## config.mk

```make
export PLATFORM = sky130hd
export DESIGN_NAME = switch_fault_protection
export DESIGN_NICKNAME = d
export VERILOG_FILES = /design/src/rtl/fault_pkg.sv /design/src/rtl/switch_fault_protection.sv
export VERILOG_INCLUDE_DIRS = /design/src /design/src/rtl
export SDC_FILE = /design/constraint.sdc
export NUM_CORES = 1
export LEC_CHECK = 0
export BUFFER_PORTS_ARGS = -buffer_cell sky130_fd_sc_hd__buf_2
export CAP_MARGIN = 10
export CELL_PAD_IN_SITES_DETAIL_PLACEMENT = 0
export CELL_PAD_IN_SITES_GLOBAL_PLACEMENT = 2
export CORE_ASPECT_RATIO = 0.8
export CORE_MARGIN = 5
export CORE_UTILIZATION = 38
export DETAILED_ROUTE_END_ITERATION = 8
export PLACE_DENSITY_LB_ADDON = 0.1
export SYNTH_ARGS = -nofsm -noshare
export SYNTH_HDL_FRONTEND = slang
export SYNTH_SLANG_ARGS = --single-unit
```

## constraint.sdc

```tcl
create_clock -name clock -period 4.9 [get_ports clock]
set_input_delay 0.245 -clock clock [delete_from_list [all_inputs] [get_ports clock]]
set_output_delay 0.245 -clock clock [all_outputs]
set_load 0.02 [all_outputs]
```

## src/rtl/fault_regs.svh

```systemverilog
// register offsets, field positions, reset values and timing counts
// for the switch fault protection block; definitions only
`ifndef FAULT_REGS_SVH
`define FAULT_REGS_SVH

`define GENERAL_CFG_OFFSET    12'h000
`define OC_CFG_OFFSET         12'h004
`define CHAN_FAULT0_OFFSET    12'h008
`define CHAN_FAULT1_OFFSET    12'h00c
`define COMMON_STATUS_OFFSET  12'h010

`define GCFG_OVDIS_BIT        0
`define GCFG_SRC_LSB          1
`define GCFG_RETRY_EN_LSB     3
`define GCFG_RETRY_LIM_LSB    8

`define OCFG_FIRST_LSB        0
`define OCFG_SECOND_LSB       16

`define FLT_OC_BIT            0
`define FLT_SC_BIT            1
`define FLT_OT_BIT            2
`define FLT_PROFILE_BIT       3
`define FLT_RETRIES_LSB       4

`define STAT_OV_BIT           0
`define STAT_UV_BIT           1
`define STAT_IND_BIT          2

`define WIDTH_FIRST_RESET     16'h0100
`define WIDTH_SECOND_RESET    16'h0200
`define RETRY_LIMIT_RESET     4'h0

`define CLK_PERIOD_NS         10
`define T_FAULT_NS            20
`define FAULT_RESP_CYC \
  ((`T_FAULT_NS + `CLK_PERIOD_NS - 1) / `CLK_PERIOD_NS)

`endif

```

## src/rtl/fault_pkg.sv

```systemverilog
// types shared by the switch fault protection block and its bench
// assumes an apb3 style master and asynchronous comparator pins
package fault_pkg;

  typedef struct packed {
    logic        psel;
    logic        penable;
    logic        pwrite;
    logic [11:0] paddr;
    logic [31:0] pwdata;
  } apb_req_t;

  typedef struct packed {
    logic [31:0] prdata;
    logic        pready;
    logic        pslverr;
  } apb_rsp_t;

  typedef struct packed {
    logic hot;
    logic over_low;
    logic over_mid;
    logic over_high;
    logic short_det;
  } chan_cmp_t;

  typedef struct packed {
    logic overvolt;
    logic ov_released;
    logic undervolt;
  } supply_cmp_t;

  typedef struct packed {
    supply_cmp_t     sup;
    chan_cmp_t [1:0] ch;
    logic [1:0]      load_profile_select;
  } pin_in_t;

  typedef struct packed {
    logic [1:0] request;
    logic [1:0] switch_mode;
    logic [1:0] delatch;
  } chan_ctl_t;

  typedef enum logic [1:0] {WIN_NONE, WIN_FIRST, WIN_SECOND} win_phase_t;

  typedef struct packed {
    pin_in_t          sync1;
    pin_in_t          sync2;
    apb_rsp_t         rsp;
    logic             ovdis;
    logic [1:0]       src_sel;
    logic [1:0]       retry_en;
    logic [3:0]       retry_limit;
    logic [15:0]      width_first;
    logic [15:0]      width_second;
    logic [1:0]       req_d;
    logic [1:0]       on;
    logic [1:0]       ot_stop;
    logic [1:0]       latch_oc;
    logic [1:0]       latch_sc;
    logic [1:0]       uv_lock;
    logic [1:0]       retry_pend;
    logic [1:0]       started;
    logic [1:0]       clean;
    logic [1:0]       blank;
    win_phase_t [1:0] phase;
    logic [1:0][15:0] dur;
    logic [1:0][3:0]  retries;
    logic [1:0][1:0]  resp_cnt;
    logic [1:0]       oc_pend;
    logic [1:0]       ot_flag;
    logic [1:0]       oc_flag;
    logic [1:0]       sc_flag;
    logic             ov_flag;
    logic             uv_flag;
    logic             ov_block;
    logic             uv_d;
    logic             ind_n;
  } state_t;

endpackage

```

## src/rtl/switch_fault_protection.sv

```systemverilog
// fault protection and diagnostic state for a two channel switch
// assumes comparator pins are asynchronous, channel control comes from
// logic on the same clock, and software reaches registers over apb
`timescale 1ns/1ps
`include "fault_regs.svh"

module switch_fault_protection (
  // clock and reset
  input  wire logic               clock,
  input  wire logic               reset,
  // register bus
  input  wire fault_pkg::apb_req_t apb_req,
  output fault_pkg::apb_rsp_t      apb_rsp,
  // comparator and strap pins
  input  wire fault_pkg::pin_in_t  fault_pins,
  // channel control
  input  wire fault_pkg::chan_ctl_t chan_ctl,
  // outputs
  output logic [1:0]              channel_on,
  output logic                    fault_indicator_n,
  output logic [1:0]              sense_sync,
  output logic [1:0]              retry_restart
);
  import fault_pkg::*;

  state_t  state_r;
  state_t  state_nxt;
  pin_in_t cmp;
  logic    both_cool;
  logic    done;
  logic    rd_fault0;

  assign cmp       = state_r.sync2;
  assign both_cool = !cmp.ch[0].hot && !cmp.ch[1].hot;
  assign done      = apb_req.psel && apb_req.penable && state_r.rsp.pready;
  assign rd_fault0 = done && !apb_req.pwrite &&
                     (apb_req.paddr == `CHAN_FAULT0_OFFSET);

  always_comb begin
    logic        lighting;
    logic        oc_hit;
    logic        fire_oc;
    logic        fire_sc;
    logic        go_on;
    logic        turn_on_any;
    logic        fault_evt;
    logic        wr;
    logic        rd;
    logic        bad;
    logic [31:0] rdata;
    lighting    = 1'b0;
    oc_hit      = 1'b0;
    fire_oc     = 1'b0;
    fire_sc     = 1'b0;
    go_on       = 1'b0;
    turn_on_any = 1'b0;
    fault_evt   = 1'b0;
    wr          = done && apb_req.pwrite;
    rd          = done && !apb_req.pwrite;
    bad         = 1'b0;
    rdata       = 32'h0000_0000;
    state_nxt   = state_r;

    // the first stage feeds only the second one
    state_nxt.sync1 = fault_pins;
    state_nxt.sync2 = state_r.sync1;

    // one wait state: pready rises in the second access cycle
    state_nxt.rsp.pready = apb_req.psel && apb_req.penable &&
                           !state_r.rsp.pready;
    if (apb_req.paddr == `GENERAL_CFG_OFFSET) begin
      rdata[`GCFG_OVDIS_BIT]           = state_r.ovdis;
      rdata[`GCFG_SRC_LSB +: 2]        = state_r.src_sel;
      rdata[`GCFG_RETRY_EN_LSB +: 2]   = state_r.retry_en;
      rdata[`GCFG_RETRY_LIM_LSB +: 4]  = state_r.retry_limit;
      if (wr) begin
        state_nxt.ovdis       = apb_req.pwdata[`GCFG_OVDIS_BIT];
        state_nxt.src_sel     = apb_req.pwdata[`GCFG_SRC_LSB +: 2];
        state_nxt.retry_en    = apb_req.pwdata[`GCFG_RETRY_EN_LSB +: 2];
        state_nxt.retry_limit = apb_req.pwdata[`GCFG_RETRY_LIM_LSB +: 4];
      end
    end else if (apb_req.paddr == `OC_CFG_OFFSET) begin
      rdata[`OCFG_FIRST_LSB +: 16]  = state_r.width_first;
      rdata[`OCFG_SECOND_LSB +: 16] = state_r.width_second;
      if (wr) begin
        state_nxt.width_first  = apb_req.pwdata[`OCFG_FIRST_LSB +: 16];
        state_nxt.width_second = apb_req.pwdata[`OCFG_SECOND_LSB +: 16];
      end
    end else if (apb_req.paddr == `CHAN_FAULT0_OFFSET ||
                 apb_req.paddr == `CHAN_FAULT1_OFFSET) begin
      for (int i = 0; i < 2; i++) begin
        if (apb_req.paddr[2] == i[0]) begin
          rdata[`FLT_OC_BIT]         = state_r.oc_flag[i];
          rdata[`FLT_SC_BIT]         = state_r.sc_flag[i];
          rdata[`FLT_OT_BIT]         = state_r.ot_flag[i];
          rdata[`FLT_PROFILE_BIT]    = cmp.load_profile_select[i] ^
                                       state_r.src_sel[i];
          rdata[`FLT_RETRIES_LSB +: 4] = state_r.retries[i];
          if (rd) begin
            if (!cmp.ch[i].hot && state_r.ind_n)
              state_nxt.ot_flag[i] = 1'b0;
            if (!state_r.latch_oc[i])
              state_nxt.oc_flag[i] = 1'b0;
            if (!state_r.latch_sc[i])
              state_nxt.sc_flag[i] = 1'b0;
          end
        end
      end
    end else if (apb_req.paddr == `COMMON_STATUS_OFFSET) begin
      rdata[`STAT_OV_BIT]  = state_r.ov_flag;
      rdata[`STAT_UV_BIT]  = state_r.uv_flag;
      rdata[`STAT_IND_BIT] = state_r.ind_n;
      if (rd) begin
        if (!cmp.sup.overvolt)
          state_nxt.ov_flag = 1'b0;
        if (!cmp.sup.undervolt && |state_r.on)
          state_nxt.uv_flag = 1'b0;
      end
    end else begin
      bad = 1'b1;
    end
    if (state_nxt.rsp.pready) begin
      state_nxt.rsp.prdata  = rdata;
      state_nxt.rsp.pslverr = bad;
    end

    // supply monitors; a set later in this process wins over a read clear
    if (state_r.ov_block && cmp.sup.ov_released && !cmp.sup.overvolt)
      state_nxt.ov_block = 1'b0;
    if (cmp.sup.overvolt) begin
      state_nxt.ov_flag = 1'b1;
      if (!state_r.ovdis) begin
        state_nxt.ov_block = 1'b1;
        fault_evt          = 1'b1;
      end
    end
    if (cmp.sup.undervolt) begin
      state_nxt.uv_flag = 1'b1;
      fault_evt         = 1'b1;
    end
    state_nxt.uv_d = cmp.sup.undervolt;

    for (int i = 0; i < 2; i++) begin
      lighting = !(cmp.load_profile_select[i] ^ state_r.src_sel[i]);
      oc_hit   = 1'b0;
      state_nxt.retry_pend[i] = 1'b0;
      if (!state_r.on[i])
        state_nxt.oc_pend[i] = 1'b0;

      // undervolt with request held and retry off: stays off until delatch or the request drops
      if (!chan_ctl.request[i])
        state_nxt.uv_lock[i] = 1'b0;
      if (cmp.sup.undervolt && chan_ctl.request[i] && !state_r.retry_en[i])
        state_nxt.uv_lock[i] = 1'b1;

      // overtemperature, watched in on and off state
      if (cmp.ch[i].hot) begin
        state_nxt.ot_stop[i] = 1'b1;
        state_nxt.ot_flag[i] = 1'b1;
        fault_evt            = 1'b1;
      end else if (state_r.ot_stop[i] && (state_r.retry_en[i] ||
                   (chan_ctl.request[i] && !state_r.req_d[i]))) begin
        state_nxt.ot_stop[i] = 1'b0;
      end

      // overcurrent profile; counter runs only while on, so pwm off-time
      // is excluded rather than clearing the count
      if (state_r.on[i]) begin
        case (state_r.phase[i])
          WIN_NONE: begin
            if (lighting) begin
              oc_hit = cmp.ch[i].over_low;
            end else if (cmp.ch[i].over_low) begin
              state_nxt.phase[i] = WIN_FIRST;
              state_nxt.clean[i] = 1'b0;
            end
          end
          WIN_FIRST: begin
            state_nxt.dur[i] = state_r.dur[i] + 16'h0001;
            if (cmp.ch[i].over_high) begin
              oc_hit = 1'b1;
            end else if (lighting) begin
              if (state_r.dur[i] > state_r.width_first) begin
                state_nxt.phase[i] = WIN_SECOND;
                state_nxt.dur[i]   = 16'h0000;
              end
            end else if (state_r.dur[i] > state_r.width_first) begin
              oc_hit = 1'b1;
            end else if (!cmp.ch[i].over_low) begin
              state_nxt.phase[i] = WIN_NONE;
            end
          end
          WIN_SECOND: begin
            state_nxt.dur[i] = state_r.dur[i] + 16'h0001;
            if (cmp.ch[i].over_mid) begin
              oc_hit = 1'b1;
            end else if (state_r.dur[i] > state_r.width_second) begin
              state_nxt.phase[i] = WIN_NONE;
              state_nxt.dur[i]   = 16'h0000;
            end
          end
          default: state_nxt.phase[i] = WIN_NONE;
        endcase
      end

      // response delay before an overcurrent shutdown
      fire_oc = state_r.oc_pend[i] && state_r.resp_cnt[i] == 2'd0;
      if (state_r.oc_pend[i] && !fire_oc)
        state_nxt.resp_cnt[i] = state_r.resp_cnt[i] - 2'd1;
      if (oc_hit && !state_r.oc_pend[i]) begin
        state_nxt.oc_pend[i]  = 1'b1;
        state_nxt.resp_cnt[i] = 2'(`FAULT_RESP_CYC - 1);
      end
      fire_sc = state_r.on[i] && cmp.ch[i].short_det;
      if (fire_oc || fire_sc) begin
        state_nxt.oc_pend[i] = 1'b0;
        fault_evt            = 1'b1;
        if (fire_oc)
          state_nxt.oc_flag[i] = 1'b1;
        if (fire_sc)
          state_nxt.sc_flag[i] = 1'b1;
        if (state_r.retry_en[i] &&
            state_r.retries[i] < state_r.retry_limit) begin
          state_nxt.retries[i]    = state_r.retries[i] + 4'h1;
          state_nxt.retry_pend[i] = 1'b1;
          if (lighting)
            state_nxt.dur[i] = 16'h0000;
        end else begin
          state_nxt.latch_oc[i] = state_r.latch_oc[i] | fire_oc;
          state_nxt.latch_sc[i] = state_r.latch_sc[i] | fire_sc;
        end
      end

      // delatch wins over any counting in the same cycle
      if (chan_ctl.delatch[i]) begin
        state_nxt.latch_oc[i] = 1'b0;
        state_nxt.latch_sc[i] = 1'b0;
        state_nxt.dur[i]      = 16'h0000;
        state_nxt.retries[i]  = 4'h0;
        state_nxt.uv_lock[i]  = 1'b0;
        state_nxt.started[i]  = 1'b0;
        state_nxt.phase[i]    = WIN_NONE;
      end

      go_on = chan_ctl.request[i] && !state_nxt.latch_oc[i] &&
              !state_nxt.latch_sc[i] && !state_nxt.ot_stop[i] &&
              !state_nxt.uv_lock[i] && !state_nxt.retry_pend[i] &&
              !cmp.sup.undervolt && !state_nxt.ov_block && !fire_oc &&
              !fire_sc;
      state_nxt.on[i] = go_on;
      if (go_on && !state_r.on[i]) begin
        turn_on_any          = 1'b1;
        state_nxt.clean[i]   = 1'b1;
        if (lighting && (!chan_ctl.switch_mode[i] ||
                         !state_r.started[i])) begin
          state_nxt.phase[i]   = WIN_FIRST;
          state_nxt.dur[i]     = 16'h0000;
          state_nxt.started[i] = 1'b1;
        end
      end
      if (!go_on && state_r.on[i] && !lighting && state_r.clean[i] &&
          !chan_ctl.switch_mode[i]) begin
        state_nxt.dur[i]   = 16'h0000;
        state_nxt.phase[i] = WIN_NONE;
      end
      state_nxt.blank[i] = state_nxt.phase[i] != WIN_NONE;
      state_nxt.req_d[i] = chan_ctl.request[i];
    end

    // indicator: release first so that a fresh fault in the cycle wins
    if ((turn_on_any && both_cool) ||
        (state_r.uv_d && !cmp.sup.undervolt && !(|chan_ctl.request)))
      state_nxt.ind_n = 1'b1;
    if (fault_evt)
      state_nxt.ind_n = 1'b0;

    if (reset) begin
      state_nxt              = '0;
      state_nxt.ind_n        = 1'b1;
      state_nxt.width_first  = `WIDTH_FIRST_RESET;
      state_nxt.width_second = `WIDTH_SECOND_RESET;
      state_nxt.retry_limit  = `RETRY_LIMIT_RESET;
    end
  end

  always_ff @(posedge clock) begin
    state_r <= state_nxt;
  end

  assign apb_rsp           = state_r.rsp;
  assign channel_on        = state_r.on;
  assign fault_indicator_n = state_r.ind_n;
  assign sense_sync        = state_r.blank;
  assign retry_restart     = state_r.retry_pend;
endmodule

```

==> reports/metrics.yaml <==
grt_pass1_vias: 7486
final_layout_size_suffix_gt1_frac: 0.139
ff2ff_path_depth: 10
maxCapViolCount: 0
netlist_instances: 1135
synth_seq_area_share: 0.389
hold_viol: 0
final_cell_mix: "dfxtp_1 (186), nand2_1 (147), buf_2 (109)"
initial_core_util: 0.382
whs_path_depth: 2
core_um2: 25000
period_share: 0.647
wl_per_cell_um: 18.8
max_freq_mhz: 316
hold_class: "input pin to flop"
r2r_start: "state_r[110]"
hold_end: "state_r[171]"
r2r_slack_ns: 1.73
fin_nets: 1347
setup_viol: 0
rsz0062_at_grt: "false"
grt_first_pass_wirelength_mm: 44.2
tns_ns: 0
synthesis.area_um2: 9570
syn_nets: 1289
boundaryPins: 111
final_max_slew_viol_count: 0
r2r-end: "state_r[54]"
ys_warn_count: 0
fp.dieW_um: 187
firstDrtPassIters: 5
fp.dieH_um: 152
cp.arrival_ns: 3.47
ys_seq_elements: 186
status: "completed"
p_per_area_nw_per_um2: 287
clockBufferDepth: 2
hp-start: "fault_pins[0]"
syn_avg_cell_area_um2: 8.43
p_leak_nw: 4.19
mostFrequentLayoutCell: "dfxtp_1"
max_slew_margin: 0.187
grt-ovfl-total: 0
finalWirelength_mm: 28.8
rows: 52
first_iter_violations: 459
layout_setup_ws_ns: 1.73
clkLatencyLatePin_ns: 0.44
grt_max_degree: 80
async_flop_share: 0
diodes: 0
cts.sinks: 186
synth_edf_count: 0
via_per_inst: 5.16
start_kind: "flop"
floorplan.die_area_um2: 28500
cts_setup_buffers: 0
end_kind: "flop"
synthToLayoutAreaGrowth_pct: 12.1
yosys.cell_types.count: 66
cts_tree: "yes"
root_buffer: "clkbuf_16"
htreeDepth: 4
gp_congestion: 0.841
cts-resized-gates: 0
dp_slack_ns: 1.69
ant_nets: 0
worstMarginPinSlew_ns: 1.22
worstPathRequired_ns: 5.21
io_buffers: 110
crit_fanout: 14
grtUsageTotal: 0.198
clk_pin_slew_ns: 0.07
vias: 7886
dp.final_hpwl_mm: 22.0
skew_ns: 0.00880
path_class: "flop to flop"
antenna_found_initial: 0
ys.flop_type: "dfxtp_1"
drcViolationCount: 0
irDropWorstVdd_uv: 241
cts_buffers: 17
min_period_ns: 3.17
==> logic make-up (layout without fill, tap and decap cells) <==
family / Yosys count / after routing / share of synthesized area
buf+inv: 142 / 210 / 0.0719
simple gates: 435 / 435 / 0.217
flops: 186 / 186 / 0.389
mux: 20 / 20 / 0.0242
fa+ha+maj: 84 / 84 / 0.110
xor+xnor: 37 / 37 / 0.0339
compound gates: 231 / 231 / 0.154
==> final cells by class <==
cell class	instances	area [µm²]
Sequential cell	186	3720
Tap cell	324	405
Clock inverter	10	97.6
Clock buffer	19	443
Inverter	56	210
Timing Repair Buffer	125	686
Multi-Input combinational cell	807	5160
Fill cell	2539	14300
==> critical path, stage by stage, from the launching register on <==
cell and delay [ns]:
dfxtp_1 0.35, inv_1 0.08, ha_1 0.31, nand4_1 0.11, or4_1 0.59, a21oi_1 0.19
a2111oi_0 0.11, buf_4 0.18, o41a_1 0.44, o21bai_2 0.55, nor3_1 0.13
==> cell usage after synthesis (all sizes together) (13+ instances only) <==
master    n  area, µm²
nor2b    45        282
xor2     25        219
clkbuf   41        154
o21ai    25        125
nand2   147        552
a21oi   107        536
nand3    40        200
ha       84       1050
inv      56        210
o211ai   14        105
nor2    101        382
nor3     16       80.1
dfxtp   186       3720
mux2i    13        130
nand4    26        163
buf      45        324
==> through the flow <==
| stage | util | area [µm²] | hold WS, ns | cells | power [mW] |
|---|---|---|---|---|---|
| final | 0.428 | 10700 | 0.0186 | 1527 | 3.08 |
| after global routing | 0.428 | 10700 | 0.0171 | 1527 | 3.19 |
| after CTS | 0.428 | 10700 | 0.00293 | 1527 | 3.11 |
| after detailed placement | 0.403 | 10100 | 0.423 | 1490 | 1.78 |
| after global placement | 0.403 | 10100 | 0.417 | 1490 | 1.79 |
| after floorplan | - | 9570 | 0.373 | 1135 | 1.71 |
==> worst max-delay path by stage <==
stage,end,depth (start not counted),start
after global placement,state_r[54],9,state_r[52]
after detailed placement,state_r[54],10,state_r[109]
after floorplan,sense_sync[0],9,state_r[104]
final,state_r[54],10,state_r[110]
after global routing,state_r[53],10,state_r[111]
after CTS,state_r[54],10,state_r[109]
==> sequential cells by signal, summed over array words and instances (netlist names) <==
name	flops
fault_indicator_n	1
retry_restart	2
channel_on	2
cmp	15
apb_rsp	34
state_r	130
sense_sync	2
==> layer usage <==
layer	share of wire	global-route usage	vias up	routed length [µm]
li1	-	-	4022	-
met1	0.48	0.274	3648	13900
met2	0.45	0.313	178	13000
met3	0.047	0.0431	38	1360
met4	0.018	0.0601	0	516
met5	0	0	-	0
==> report_power, final <==
group          switching (mW)  leakage [nW]  internal [mW]
Clock                   0.619         0.251          0.707
Combinational           0.118          2.43         0.0739
Sequential             0.0237          1.51           1.54
Total                   0.761          4.19           2.32
==> timing repair <==
action | CTS | global route
endpoints found under the setup margin | 0 | 0
hold buffers | 8 | 0
endpoints found under the hold margin | 8 | 0
Note: power is estimated with default switching activity, not from simulation.
